`src/logic/srr_pkg.sv`:
```
package srr_pkg;
  // Clock and ramp time base
  localparam int CLK_PERIOD_NS = 20;
  localparam int TICK_MS = 1;
  localparam int TICK_NS = TICK_MS * 1000000;
  // Clock cycles per ramp tick
  localparam int TICK_CYC = (TICK_NS + CLK_PERIOD_NS - 1) / CLK_PERIOD_NS;
  // One unit of ramp time is 0.1 s
  localparam int TIME_UNIT_MS = 100;
  localparam int TICKS_PER_TU = TIME_UNIT_MS / TICK_MS;
  // Storage compare period
  localparam int MINUTE_MS = 60000;
  localparam int MINUTE_TICKS = MINUTE_MS / TICK_MS;

  // Widths
  localparam int FW = 16;
  localparam int OW = 17;
  localparam int ACC_W = 48;

  // Ramp shape codes
  typedef enum logic [1:0] {
    SHAPE_LIN = 2'h0,
    SHAPE_SA = 2'h1,
    SHAPE_SB = 2'h2,
    SHAPE_RSV = 2'h3
  } srr_shape_t;

  // Remote mode codes
  localparam logic [3:0] REM_OFF = 4'h0;
  localparam logic [3:0] REM_STORE = 4'h1;
  localparam logic [3:0] REM_CLEAR = 4'h3;
  localparam logic [3:0] REM_STORE_LOW = 4'hB;
  localparam logic [3:0] REM_LOW_MIN = 4'hB;
  localparam logic [3:0] REM_CLEAR_LOW = 4'hD;

  // S-curve rate factors
  localparam logic [ACC_W-1:0] SA_NUM_K = 48'h9;
  localparam logic [ACC_W-1:0] SA_COST_K = 48'h8;
  localparam logic [ACC_W-1:0] S_NUM_K = 48'h2;
  localparam logic [ACC_W-1:0] S_SLOW_K = 48'h3;

  // Offset bias: zero offset
  localparam logic [OW-1:0] OFF_BIAS = 17'h10000;

  // Register byte offsets
  localparam logic [7:0] OFF_CTRL = 8'h00;
  localparam logic [7:0] OFF_MODE = 8'h04;
  localparam logic [7:0] OFF_TIME1 = 8'h08;
  localparam logic [7:0] OFF_TIME2 = 8'h0C;
  localparam logic [7:0] OFF_FREQS = 8'h10;
  localparam logic [7:0] OFF_LIMITS = 8'h14;
  localparam logic [7:0] OFF_STORED = 8'h18;
  localparam logic [7:0] OFF_STATUS = 8'h1C;
  localparam logic [7:0] OFF_SETF = 8'h20;

  // Field positions
  localparam int CTRL_PM_BIT = 2;
  localparam int CTRL_SLV_BIT = 3;
  localparam int CTRL_RESTORE_BIT = 4;
  localparam int ST_BUSY_BIT = 16;
  localparam int ST_REV_BIT = 17;
  localparam int ST_RUN_BIT = 18;

  // Reset values
  localparam logic [3:0] CTRL_RST = 4'h0;
  localparam logic [3:0] MODE_RST = 4'h0;
  localparam logic [31:0] TIME_RST = 32'h0032_0032;
  localparam logic [31:0] FREQS_RST = 32'h1770_1770;
  localparam logic [31:0] LIMITS_RST = 32'h2EE0_1770;
endpackage

```
`src/logic/srr_speed_ramp.sv`:
```
// Our own choices: the register addresses and the APB slave port.
`timescale 1ns/10ps
module srr_speed_ramp import srr_pkg::*; #(
  parameter int TICK_CYCLES = TICK_CYC,
  parameter int MINUTE_COUNT = MINUTE_TICKS
) (
  // Clock and reset
  input wire logic CLK,
  input wire logic RST_N,
  // APB slave
  input wire logic PSEL,
  input wire logic PENABLE,
  input wire logic PWRITE,
  input wire logic [7:0] PADDR,
  input wire logic [31:0] PWDATA,
  input wire logic [3:0] PSTRB,
  output logic [31:0] PRDATA,
  output logic PREADY,
  output logic PSLVERR,
  // Contact inputs
  input wire logic RUN_FORWARD,
  input wire logic RUN_REVERSE,
  input wire logic REMOTE_UP,
  input wire logic REMOTE_DOWN,
  input wire logic REMOTE_CLEAR,
  input wire logic SECOND_FUNCTION_SELECT,
  // Analog main speed, 0.01 Hz
  input wire logic [15:0] MAIN_SPEED,
  // Drive reference
  output logic [15:0] OUT_FREQ,
  output logic OUT_REVERSE,
  output logic RAMP_BUSY,
  output logic [15:0] SET_FREQ,
  // Multi-speed selects in mode zero
  output logic [2:0] MULTI_SPEED_SEL,
  // Nonvolatile store request
  output logic NV_WR_STB,
  output logic [16:0] NV_WR_DATA
);
  // Software registers
  logic [3:0] ctrl_q; // Shape, PM motor, sensorless
  logic [3:0] mode_q; // Remote mode select
  logic [31:0] time1_q, time2_q; // Accel low, decel high
  logic [31:0] freqs_q; // Base low, rated high
  logic [31:0] limits_q; // Ramp reference low, max high
  logic [OW-1:0] stored_q; // Stored biased offset
  // Bus decode
  logic [31:0] rdata, wnew, prdata_q;
  logic hit, wr_en, restore;
  // Time base
  logic [31:0] tick_cnt_q, min_cnt_q;
  logic tick, minute;
  // Remote logic
  logic remote_on, below_ok, store_en, stop_clr;
  logic up_r, down_r, run, run_q, run_fall, armed_q, save;
  logic [OW-1:0] off_cur, off_tgt, off_hi, off_lo, off_load_val;
  logic off_load, dir_q, run_ok;
  logic [17:0] set_sum;
  logic [15:0] set_q, out_tgt, infl;
  logic [1:0] shape;
  logic [15:0] acc_t, dec_t;
  logic out_busy, nv_stb_q;

  // Access handshake
  assign wr_en = PSEL & PENABLE & PWRITE & hit;
  assign PREADY = 1'b1;
  assign PSLVERR = PSEL & PENABLE & ~hit;
  assign PRDATA = prdata_q;

  // Read view of the addressed register
  always_comb begin
    rdata = 32'h0;
    hit = 1'b1;
    case (PADDR)
      OFF_CTRL: rdata = {28'h0, ctrl_q};
      OFF_MODE: rdata = {28'h0, mode_q};
      OFF_TIME1: rdata = time1_q;
      OFF_TIME2: rdata = time2_q;
      OFF_FREQS: rdata = freqs_q;
      OFF_LIMITS: rdata = limits_q;
      OFF_STORED: rdata = {15'h0, stored_q};
      OFF_STATUS: begin
        rdata[15:0] = OUT_FREQ;
        rdata[ST_BUSY_BIT] = out_busy;
        rdata[ST_REV_BIT] = dir_q;
        rdata[ST_RUN_BIT] = run_ok;
      end
      OFF_SETF: rdata = {16'h0, set_q};
      default: hit = 1'b0; // Unmapped or unaligned
    endcase
  end

  // Byte lane merge of write data
  always_comb begin
    wnew = rdata;
    for (int i = 0; i < 4; i++) begin
      if (PSTRB[i]) begin
        wnew[8*i +: 8] = PWDATA[8*i +: 8];
      end
    end
  end

  assign restore = wr_en && PADDR == OFF_CTRL && wnew[CTRL_RESTORE_BIT];

  // Read data captured in the setup cycle
  always_ff @(posedge CLK or negedge RST_N) begin
    if (!RST_N) begin
      prdata_q <= 32'h0;
    end else if (PSEL && !PENABLE) begin
      prdata_q <= rdata;
    end
  end

  // Configuration registers
  always_ff @(posedge CLK or negedge RST_N) begin
    if (!RST_N) begin
      ctrl_q <= CTRL_RST;
      mode_q <= MODE_RST;
      time1_q <= TIME_RST;
      time2_q <= TIME_RST;
      freqs_q <= FREQS_RST;
      limits_q <= LIMITS_RST;
    end else if (wr_en) begin
      case (PADDR)
        OFF_CTRL: ctrl_q <= wnew[3:0];
        OFF_MODE: mode_q <= wnew[3:0];
        OFF_TIME1: time1_q <= wnew;
        OFF_TIME2: time2_q <= wnew;
        OFF_FREQS: freqs_q <= wnew;
        OFF_LIMITS: limits_q <= wnew;
        default: ctrl_q <= ctrl_q; // Read-only or stored
      endcase
    end
  end

  // Ramp tick generator
  always_ff @(posedge CLK or negedge RST_N) begin
    if (!RST_N) begin
      tick_cnt_q <= 32'h0;
    end else if (tick) begin
      tick_cnt_q <= 32'h0;
    end else begin
      tick_cnt_q <= tick_cnt_q + 32'h1;
    end
  end
  assign tick = tick_cnt_q == 32'(TICK_CYCLES - 1);

  // Remote mode decode
  assign remote_on = mode_q != REM_OFF;
  assign below_ok = mode_q >= REM_LOW_MIN;
  assign store_en = mode_q == REM_STORE || mode_q == REM_STORE_LOW;
  assign stop_clr = mode_q == REM_CLEAR || mode_q == REM_CLEAR_LOW;
  assign up_r = REMOTE_UP & remote_on;
  assign down_r = REMOTE_DOWN & remote_on;

  // Run command, both inputs together mean stop
  assign run = RUN_FORWARD ^ RUN_REVERSE;
  assign run_fall = run_q & ~run;
  always_ff @(posedge CLK or negedge RST_N) begin
    if (!RST_N) begin
      run_q <= 1'b0;
    end else begin
      run_q <= run;
    end
  end

  // Multi-speed selects pass through in mode zero
  always_ff @(posedge CLK or negedge RST_N) begin
    if (!RST_N) begin
      MULTI_SPEED_SEL <= 3'h0;
    end else if (remote_on) begin
      MULTI_SPEED_SEL <= 3'h0;
    end else begin
      MULTI_SPEED_SEL <= {REMOTE_CLEAR, REMOTE_DOWN, REMOTE_UP};
    end
  end

  // Offset limits, biased so zero offset is OFF_BIAS
  assign off_hi = OFF_BIAS + OW'(limits_q[31:16]);
  assign off_lo = below_ok ? OFF_BIAS - OW'(MAIN_SPEED) : OFF_BIAS;

  // Offset target from up and down
  always_comb begin
    off_tgt = off_cur;
    if (up_r && !down_r) begin
      off_tgt = off_hi;
    end else if (down_r && !up_r) begin
      off_tgt = off_lo;
    end
    if (off_tgt > off_hi) begin
      off_tgt = off_hi;
    end
    if (off_tgt < off_lo && (up_r ^ down_r)) begin
      off_tgt = off_lo;
    end
  end

  // Offset clear and restore
  always_comb begin
    off_load = 1'b0;
    off_load_val = OFF_BIAS;
    if (REMOTE_CLEAR && remote_on) begin
      off_load = 1'b1;
    end else if (run_fall && stop_clr) begin
      off_load = 1'b1;
    end else if (restore) begin
      off_load = 1'b1;
      off_load_val = stored_q;
    end
  end

  // Set frequency moves at the second times
  srr_ramp_eng #(
    .W(OW)
  ) u_offset (
    .clk(CLK),
    .rst_n(RST_N),
    .tick(tick),
    .shape(SHAPE_LIN),
    .lin_force(1'b0),
    .sensorless(1'b0),
    .t_acc(time2_q[15:0]),
    .t_dec(time2_q[31:16]),
    .ref_freq(limits_q[15:0]),
    .infl_freq(16'h0),
    .target(off_tgt),
    .load(off_load),
    .load_val(off_load_val),
    .freq(off_cur),
    .busy()
  );

  // Main speed plus offset, clamped
  assign set_sum = 18'(MAIN_SPEED) + 18'(off_cur) - 18'(OFF_BIAS);
  always_ff @(posedge CLK or negedge RST_N) begin
    if (!RST_N) begin
      set_q <= 16'h0;
    end else if (!remote_on) begin
      set_q <= MAIN_SPEED;
    end else if (set_sum[17]) begin
      set_q <= 16'h0;
    end else if (set_sum[16]) begin
      set_q <= 16'hFFFF;
    end else begin
      set_q <= set_sum[15:0];
    end
  end
  assign SET_FREQ = set_q;

  // Direction changes only at standstill
  always_ff @(posedge CLK or negedge RST_N) begin
    if (!RST_N) begin
      dir_q <= 1'b0;
    end else if (run && OUT_FREQ == 16'h0) begin
      dir_q <= RUN_REVERSE;
    end
  end
  assign run_ok = run && dir_q == RUN_REVERSE;
  assign OUT_REVERSE = dir_q;
  assign out_tgt = run_ok ? set_q : 16'h0;

  // Output ramp configuration
  assign shape = ctrl_q[1:0];
  assign infl = ctrl_q[CTRL_PM_BIT] ? freqs_q[31:16] : freqs_q[15:0];
  assign acc_t = SECOND_FUNCTION_SELECT ? time2_q[15:0] : time1_q[15:0];
  assign dec_t = SECOND_FUNCTION_SELECT ? time2_q[31:16] : time1_q[31:16];

  // Output frequency follows set frequency
  srr_ramp_eng #(
    .W(FW)
  ) u_output (
    .clk(CLK),
    .rst_n(RST_N),
    .tick(tick),
    .shape(shape),
    .lin_force(SECOND_FUNCTION_SELECT),
    .sensorless(ctrl_q[CTRL_SLV_BIT]),
    .t_acc(acc_t),
    .t_dec(dec_t),
    .ref_freq(limits_q[15:0]),
    .infl_freq(infl),
    .target(out_tgt),
    .load(1'b0),
    .load_val(16'h0),
    .freq(OUT_FREQ),
    .busy(out_busy)
  );
  assign RAMP_BUSY = out_busy;

  // Minute compare armed by up or down activity
  always_ff @(posedge CLK or negedge RST_N) begin
    if (!RST_N) begin
      armed_q <= 1'b0;
    end else if (up_r || down_r) begin
      armed_q <= 1'b1;
    end else if (minute) begin
      armed_q <= 1'b0;
    end
  end

  // Minute counter in ticks
  always_ff @(posedge CLK or negedge RST_N) begin
    if (!RST_N) begin
      min_cnt_q <= 32'h0;
    end else if (!armed_q || minute) begin
      min_cnt_q <= 32'h0;
    end else if (tick) begin
      min_cnt_q <= min_cnt_q + 32'h1;
    end
  end
  assign minute = armed_q && tick && min_cnt_q == 32'(MINUTE_COUNT - 1);

  // Save at run drop, or on a changed value each minute
  assign save = store_en &&
      (run_fall || (minute && off_cur != stored_q));

  // Stored value, hardware save wins over software
  always_ff @(posedge CLK or negedge RST_N) begin
    if (!RST_N) begin
      stored_q <= OFF_BIAS;
    end else if (save) begin
      stored_q <= off_cur;
    end else if (wr_en && PADDR == OFF_STORED) begin
      stored_q <= wnew[OW-1:0];
    end
  end

  // Store request strobe with the new value
  always_ff @(posedge CLK or negedge RST_N) begin
    if (!RST_N) begin
      nv_stb_q <= 1'b0;
    end else begin
      nv_stb_q <= save;
    end
  end
  assign NV_WR_STB = nv_stb_q;
  assign NV_WR_DATA = stored_q;
endmodule // srr_speed_ramp

```
`src/logic/srr_ramp_eng.sv`:
```
`timescale 1ns/10ps
module srr_ramp_eng import srr_pkg::*; #(
  parameter int W = 16
) (
  // Clock and reset
  input wire logic clk,
  input wire logic rst_n,
  // Time base and shape
  input wire logic tick,
  input wire logic [1:0] shape,
  input wire logic lin_force,
  input wire logic sensorless,
  // Ramp times in 0.1 s, frequencies in 0.01 Hz
  input wire logic [15:0] t_acc,
  input wire logic [15:0] t_dec,
  input wire logic [15:0] ref_freq,
  input wire logic [15:0] infl_freq,
  // Target and direct load
  input wire logic [W-1:0] target,
  input wire logic load,
  input wire logic [W-1:0] load_val,
  // Result
  output logic [W-1:0] freq,
  output logic busy
);
  logic [W-1:0] freq_q, start_q, tgt_q; // Value, ramp start, last target
  logic lin_q; // Linear override of a running ramp
  logic [ACC_W-1:0] acc_q, num, cost, denom;
  logic up;
  logic [15:0] t_act;
  logic [1:0] shape_eff;
  logic [W+1:0] span4, done4, span3;
  logic outer, low_half;

  assign up = target > freq_q;
  assign t_act = up ? t_acc : t_dec;
  assign busy = freq_q != target;
  assign freq = freq_q;
  // Ticks needed for one reference span
  assign denom = ACC_W'(t_act) * ACC_W'(TICKS_PER_TU);

  // Position inside the present ramp span
  always_comb begin
    span4 = (W+2)'(up ? target - start_q : start_q - target) << 2;
    span3 = (W+2)'(up ? target - start_q : start_q - target) * (W+2)'(3);
    done4 = (W+2)'(up ? freq_q - start_q : start_q - freq_q) << 2;
    outer = (done4 < (span4 >> 2) * (W+2)'(1)) || (done4 >= span3);
    low_half = ACC_W'(freq_q) < (ACC_W'(infl_freq) >> 1);
  end

  // Effective shape
  always_comb begin
    shape_eff = shape;
    if (shape == SHAPE_RSV || (shape == SHAPE_SA && infl_freq == '0)) begin
      shape_eff = SHAPE_LIN;
    end
    if (lin_q || (sensorless && t_act == '0)) begin
      shape_eff = SHAPE_LIN;
    end
  end

  // Gain per tick and cost per step
  always_comb begin
    num = ACC_W'(ref_freq);
    cost = denom;
    case (shape_eff)
      SHAPE_SA: begin
        if (ACC_W'(freq_q) >= ACC_W'(infl_freq)) begin
          // Constant power region, time grows with f squared
          num = SA_NUM_K * ACC_W'(infl_freq) * ACC_W'(infl_freq);
          cost = SA_COST_K * denom * ACC_W'(freq_q);
        end else begin
          // Speeding up toward the inflection point
          num = S_NUM_K * ACC_W'(infl_freq);
          cost = low_half ? S_SLOW_K * denom : denom;
        end
      end
      SHAPE_SB: begin
        // Slow at both ends of the span
        num = S_NUM_K * ACC_W'(ref_freq);
        cost = outer ? S_SLOW_K * denom : denom;
      end
      default: begin
        num = ACC_W'(ref_freq);
      end
    endcase
  end

  // Stepping: ticks feed credit, idle cycles spend it
  always_ff @(posedge clk or negedge rst_n) begin
    if (!rst_n) begin
      freq_q <= '0;
      acc_q <= '0;
    end else if (load) begin
      freq_q <= load_val;
      acc_q <= '0;
    end else if (!busy) begin
      acc_q <= '0;
    end else if (t_act == '0) begin
      freq_q <= target;
      acc_q <= '0;
    end else if (tick) begin
      acc_q <= acc_q + num;
    end else if (acc_q >= cost) begin
      // Unit steps stop exactly at target
      acc_q <= acc_q - cost;
      freq_q <= up ? freq_q + W'(1) : freq_q - W'(1);
    end
  end

  // Ramp start capture on each target change
  always_ff @(posedge clk or negedge rst_n) begin
    if (!rst_n) begin
      tgt_q <= '0;
      start_q <= '0;
    end else if (target != tgt_q || load) begin
      tgt_q <= target;
      start_q <= load ? load_val : freq_q;
    end
  end

  // Linear override held until the ramp ends
  always_ff @(posedge clk or negedge rst_n) begin
    if (!rst_n) begin
      lin_q <= 1'b0;
    end else if (target != tgt_q || !busy) begin
      lin_q <= 1'b0;
    end else if (lin_force && shape == SHAPE_SB) begin
      lin_q <= 1'b1;
    end
  end
endmodule // srr_ramp_eng

```
`config.mk`:
```
export PLATFORM = sky130hd
export DESIGN_NAME = srr_speed_ramp
export DESIGN_NICKNAME = d
export VERILOG_FILES = /design/src/logic/srr_pkg.sv /design/src/logic/srr_speed_ramp.sv /design/src/logic/srr_ramp_eng.sv
export SDC_FILE = /design/constraint.sdc
export NUM_CORES = 2
export LEC_CHECK = 0
export ABC_AREA = 1
export BUFFER_PORTS_ARGS = -buffer_cell sky130_fd_sc_hd__buf_2
export CORE_MARGIN = 10
export CORE_UTILIZATION = 45
export DETAILED_ROUTE_END_ITERATION = 6
export PLACE_DENSITY_LB_ADDON = 0.25
export SYNTH_ARGS = -nofsm -noshare
export SYNTH_HDL_FRONTEND = slang
export SYNTH_SLANG_ARGS = --single-unit
export TNS_END_PERCENT = 50
```
`constraint.sdc`:
```
create_clock -name CLK -period 23.5 [get_ports CLK]
set_clock_uncertainty 0.05 [all_clocks]
set_input_delay 1.175 -clock CLK [delete_from_list [all_inputs] [get_ports CLK]]
set_output_delay 1.175 -clock CLK [all_outputs]
set_load 0.02 [all_outputs]
```
==> impl_table.tex <==
\begin{tabular}{lr}
\hline
Metric & Value \\
\hline
\multicolumn{2}{l}{\textbf{Detailed routing}} \\
\quad Drt total wl & $\sim$260000 um \\
\quad Number of design rule violations left after detail routing & 0 \\
\quad Ratio of routed vias to standard cells & 5.70 \\
\quad Wirelength per Cell & between 20 and 25 um \\
\quad Antenna-violating nets left & 0 \\
\quad Vias post-DR & 66670 \\
\quad First-pass DRT Iterations & 6 \\
\quad Drt first-iter violations & between 6000 and 7000 \\
\multicolumn{2}{l}{\textbf{Run status}} \\
\quad Outcome & completed \\
\multicolumn{2}{l}{\textbf{Synthesis}} \\
\quad Synthesized netlist net count & between 10000 and 15000 \\
\quad Flip-flop and latch count after synthesis & approximately 430 \\
\quad Synth async-reset ratio & 100\% \\
\quad Multiplexer fraction of the synthesized cell area & less than 1\% \\
\quad Share of the synthesized area in compound gates (AO/OA/AOI/OAI) & 15.5\% \\
\quad Largest area contributor in the netlist & fa\_1 \\
\quad Area share of the largest cell type after synthesis & 16.3\% \\
\quad Share of synthesized cell area in full adder, half adder and majority cells & approximately 30\% \\
\quad Count of different cell masters after synthesis & 80 \\
\quad Number of warnings issued by yosys & 0 \\
\quad Seq/Total Area, Yosys & between 10\% and 20\% \\
\quad Area fraction in and, or, nand and nor cells after synthesis & a little under a quarter \\
\quad Syn\_area\_per\_cell & around 7 um\^{}2 \\
\quad Synthesized-area fraction occupied by xor and xnor cells & roughly 3.5\% \\
\quad Largest family of logic cells by synthesized area & adder cells \\
\quad Post-synth top flop & dfrtp\_1 \\
\quad Instance count of the mapped netlist & approximately 9600 \\
\quad Cell types occupying the most area after synthesis & fa\_1 16\%, dfrtp\_1 15\%, ha\_1 14\%, nand2\_1 12\%, inv\_1 9.3\% \\
\quad Post-synthesis cell area & 0.0675 mm\^{}2 \\
\quad Number of enable flip-flop cells after synthesis & 0 \\
\multicolumn{2}{l}{\textbf{STA}} \\
\quad Final TNS setup & 0 ns \\
\quad Slew Viols, Final & 0 \\
\quad Max Freq & 57.2 MHz \\
\quad Setup-violating endpoint count in the final report & 0 \\
\quad Unrepaired setup endpoints after global routing & false \\
\quad Worst hold slack & $\sim$0.37 ns \\
\quad Post-layout minimum cycle time & 17.47 ns \\
\quad Hold Vio Cnt, Final & 0 \\
\quad Pin slew with the least headroom to its limit & $\sim$1.3 ns \\
\quad Period utilization & about 74\% \\
\quad Max transition margin & 11.3\% \\
\multicolumn{2}{l}{\textbf{Placement}} \\
\quad Detail Placement HPWL & $\sim$210000 um \\
\quad Final RePlAce weighted congestion & slightly above 1 \\
\quad Port bufs & 158 \\
\multicolumn{2}{l}{\textbf{Clock network}} \\
\quad Num Clock Sinks & $\sim$430 \\
\quad Post-cts gate resize count & 0 \\
\quad Buffer depth of the longest clock path & 3 \\
\quad Clock transition at the registers of the reported paths & roughly 0.070 ns \\
\quad Clock latency on the worst-skew pair & approximately 0.70 ns \\
\quad H-tree lvl count & 2 \\
\quad Root buffer cell & clkbuf\_16 \\
\quad Number of post-CTS setup repair buffers & 0 \\
\quad Number of CTS-inserted buffers & 55 \\
\quad Hold Buf Count CTS & 0 \\
\quad TritonCTS clock tree & done \\
\multicolumn{2}{l}{\textbf{Global route}} \\
\quad Largest net degree at the start of global routing & $\sim$170 \\
\quad Total global routing overflow & 0 \\
\quad Layer with the highest usage & met2 \\
\quad All-layer global routing usage & 30.2\% \\
\quad First-pass GRT wire length & between 300000 and 400000 um \\
\quad GR Layer Usage met2 & a little under half \\
\quad Number of global-route vias before repair & between 60000 and 70000 \\
\quad GRT met3 Usage & 6.50\% \\
\quad Routing usage on met1 & a little under 40\% \\
\quad Number of antenna violations at the first check in global routing & 5 \\
\multicolumn{2}{l}{\textbf{Setup path}} \\
\quad Crit path required time & 24.02 ns \\
\quad Number of cell instances on the worst register-to-register path & between 50 and 60 \\
\quad WP buf/inv & 9 \\
\quad Critical path fanouts, max & between 80 and 90 \\
\quad Worst setup endpoint & u\_output.freq[7] \\
\quad Arrival @ worst endpoint & $\sim$18 ns \\
\quad Slowest cell on the critical path & a21oi\_2 \\
\quad R2R setup slack & between 6 and 7 ns \\
\quad Source of the critical timing path & u\_output.freq[2] \\
\quad Largest delay share family, worst path & adder cells \\
\quad Levels on crit path & 55 \\
\quad R2r endpoint & u\_output.freq[7] \\
\quad Kind of end point of the critical path & flop \\
\quad Biggest cell delay along the critical path & between 0.9 and 1 ns \\
\quad Classification of the worst setup path & flop to flop \\
\quad Worst flop-to-flop path startpoint & u\_output.freq[2] \\
\quad Top cell by count, worst path & nand2\_1 \\
\quad Crit path launch type & flop \\
\multicolumn{2}{l}{\textbf{Layout}} \\
\quad Total Nets Final & 11002 \\
\quad Most used cells in the layout excluding fill and tap cells & 2133 x nand2\_1, 1665 x inv\_1, 785 x nor2\_1 \\
\quad Area added between synthesis and finish & 7.33\% \\
\quad Share of cells above drive strength 1 & between 6 and 7\% \\
\quad Fill cell count & around 15000 \\
\quad Leading cell type in the layout, fill and taps excluded & nand2\_1 \\
\multicolumn{2}{l}{\textbf{Floorplanning}} \\
\quad Core outline area & around 0.15 mm\^{}2 \\
\quad I/O Pins & between 150 and 200 \\
\quad Initial Util & between 40\% and 50\% \\
\quad Floorplan die width & approximately 410 um \\
\quad DIE AREA & $\sim$0.17 mm\^{}2 \\
\quad Die H & roughly 400 um \\
\quad Cell Rows & 142 \\
\multicolumn{2}{l}{\textbf{Job}} \\
\quad Reported max-cap violation count & 0 \\
\multicolumn{2}{l}{\textbf{Min path}} \\
\quad Worst min path class & input pin to async pin \\
\hline
\end{tabular}
==> layer usage <==
metal  wire length [um]  vias to the layer above
met1             108000                    31945
li1                   -                    31048
met5                 57                        -
met2             115000                     3004
met3              23400                      665
met4              14100                        8
==> cell type report <==
type                    instances  area, um^2  share of cell area [%]
clock buffers                  75        1570                    2.17
flip-flops and latches        434       10900                    15.1
diodes                          2        5.00                 0.00691
multi-input cells            7168       49000                    67.7
clock inverters                29         409                   0.564
repair buffers                261        1600                    2.21
inverters                    1710        6420                    8.86
well taps                    2016        2520                    3.48
==> worst reg2reg max path, delay by kind of cell, from the launching register on <==
family,cells,cell delay [ns]
adders and majority gates,13,6.24
DFF,1,0.32
and+or+nand+nor,24,5.15
buffers and inverters,9,3.27
AOI/OAI and AO/OA,9,2.34
==> stage by stage <==
stage / cells / area (um^2) / worst slack, ns / util [%]
6_report: 11695 / 72500 / 6.03 / 48.5
5_1_grt: 11694 / 72500 / 5.13 / 48.5
4_1_cts: 11693 / 72500 / 6.46 / 48.5
3_5_place_dp: 11589 / 70500 / 5.95 / 47.2
3_3_place_gp: 11589 / 70500 / 6.14 / 47.2
2_1_floorplan: 9592 / 67500 / 9.99 / -
==> flip-flops by register name (all words and copies together) (netlist names), 17 cells and up <==
name            count
NV_WR_DATA         17
time2_q            32
u_offset.freq      17
u_offset.acc_q     48
PRDATA             32
u_output.acc_q     48
freqs_q            32
limits_q           32
min_cnt_q          32
tick_cnt_q         32
time1_q            32
==> kinds of logic after synthesis <==
logic type,Yosys count
buffers and inverters,1990
AND/OR/NAND/NOR,3743
AO/OA/AOI/OAI,1842
multiplexers,9
other,1
XOR/XNOR,272
flip-flops,434
adder cells (fa/ha/maj),1301
==> cell usage after synthesis (31+ instances only) <==
| library cell | count |
|---|---|
| dfrtp_1 | 393 |
| buf_2 | 36 |
| or2_2 | 64 |
| nor4_1 | 65 |
| nand3_1 | 377 |
| nor2_1 | 786 |
| a221oi_1 | 33 |
| xnor2_1 | 97 |
| nor3_1 | 124 |
| o21ai_0 | 680 |
| o211ai_1 | 82 |
| o21a_1 | 34 |
| o21ai_1 | 39 |
| clkbuf_1 | 200 |
| fa_1 | 549 |
| a21o_1 | 31 |
| dfstp_2 | 41 |
| xor2_1 | 175 |
| ha_1 | 752 |
| nand4_1 | 89 |
| a21oi_1 | 656 |
| o22ai_1 | 58 |
| inv_1 | 1666 |
| nand2_1 | 2134 |
| a31oi_1 | 57 |
==> worst min path at each step <==
stage	start	to	depth (start not counted)
6_report	RST_N	u_output.acc_q[44]	1
5_1_grt	RST_N	u_output.acc_q[32]	1
4_1_cts	RST_N	u_output.acc_q[31]	1
3_5_place_dp	PRDATA[2]	PRDATA[2]	2
3_3_place_gp	tick_cnt_q[0]	tick_cnt_q[0]	1
2_1_floorplan	tick_cnt_q[0]	tick_cnt_q[0]	1
Power is not shown: default switching activity piles up to over one toggle a cycle in this logic, so the estimate is an artifact.
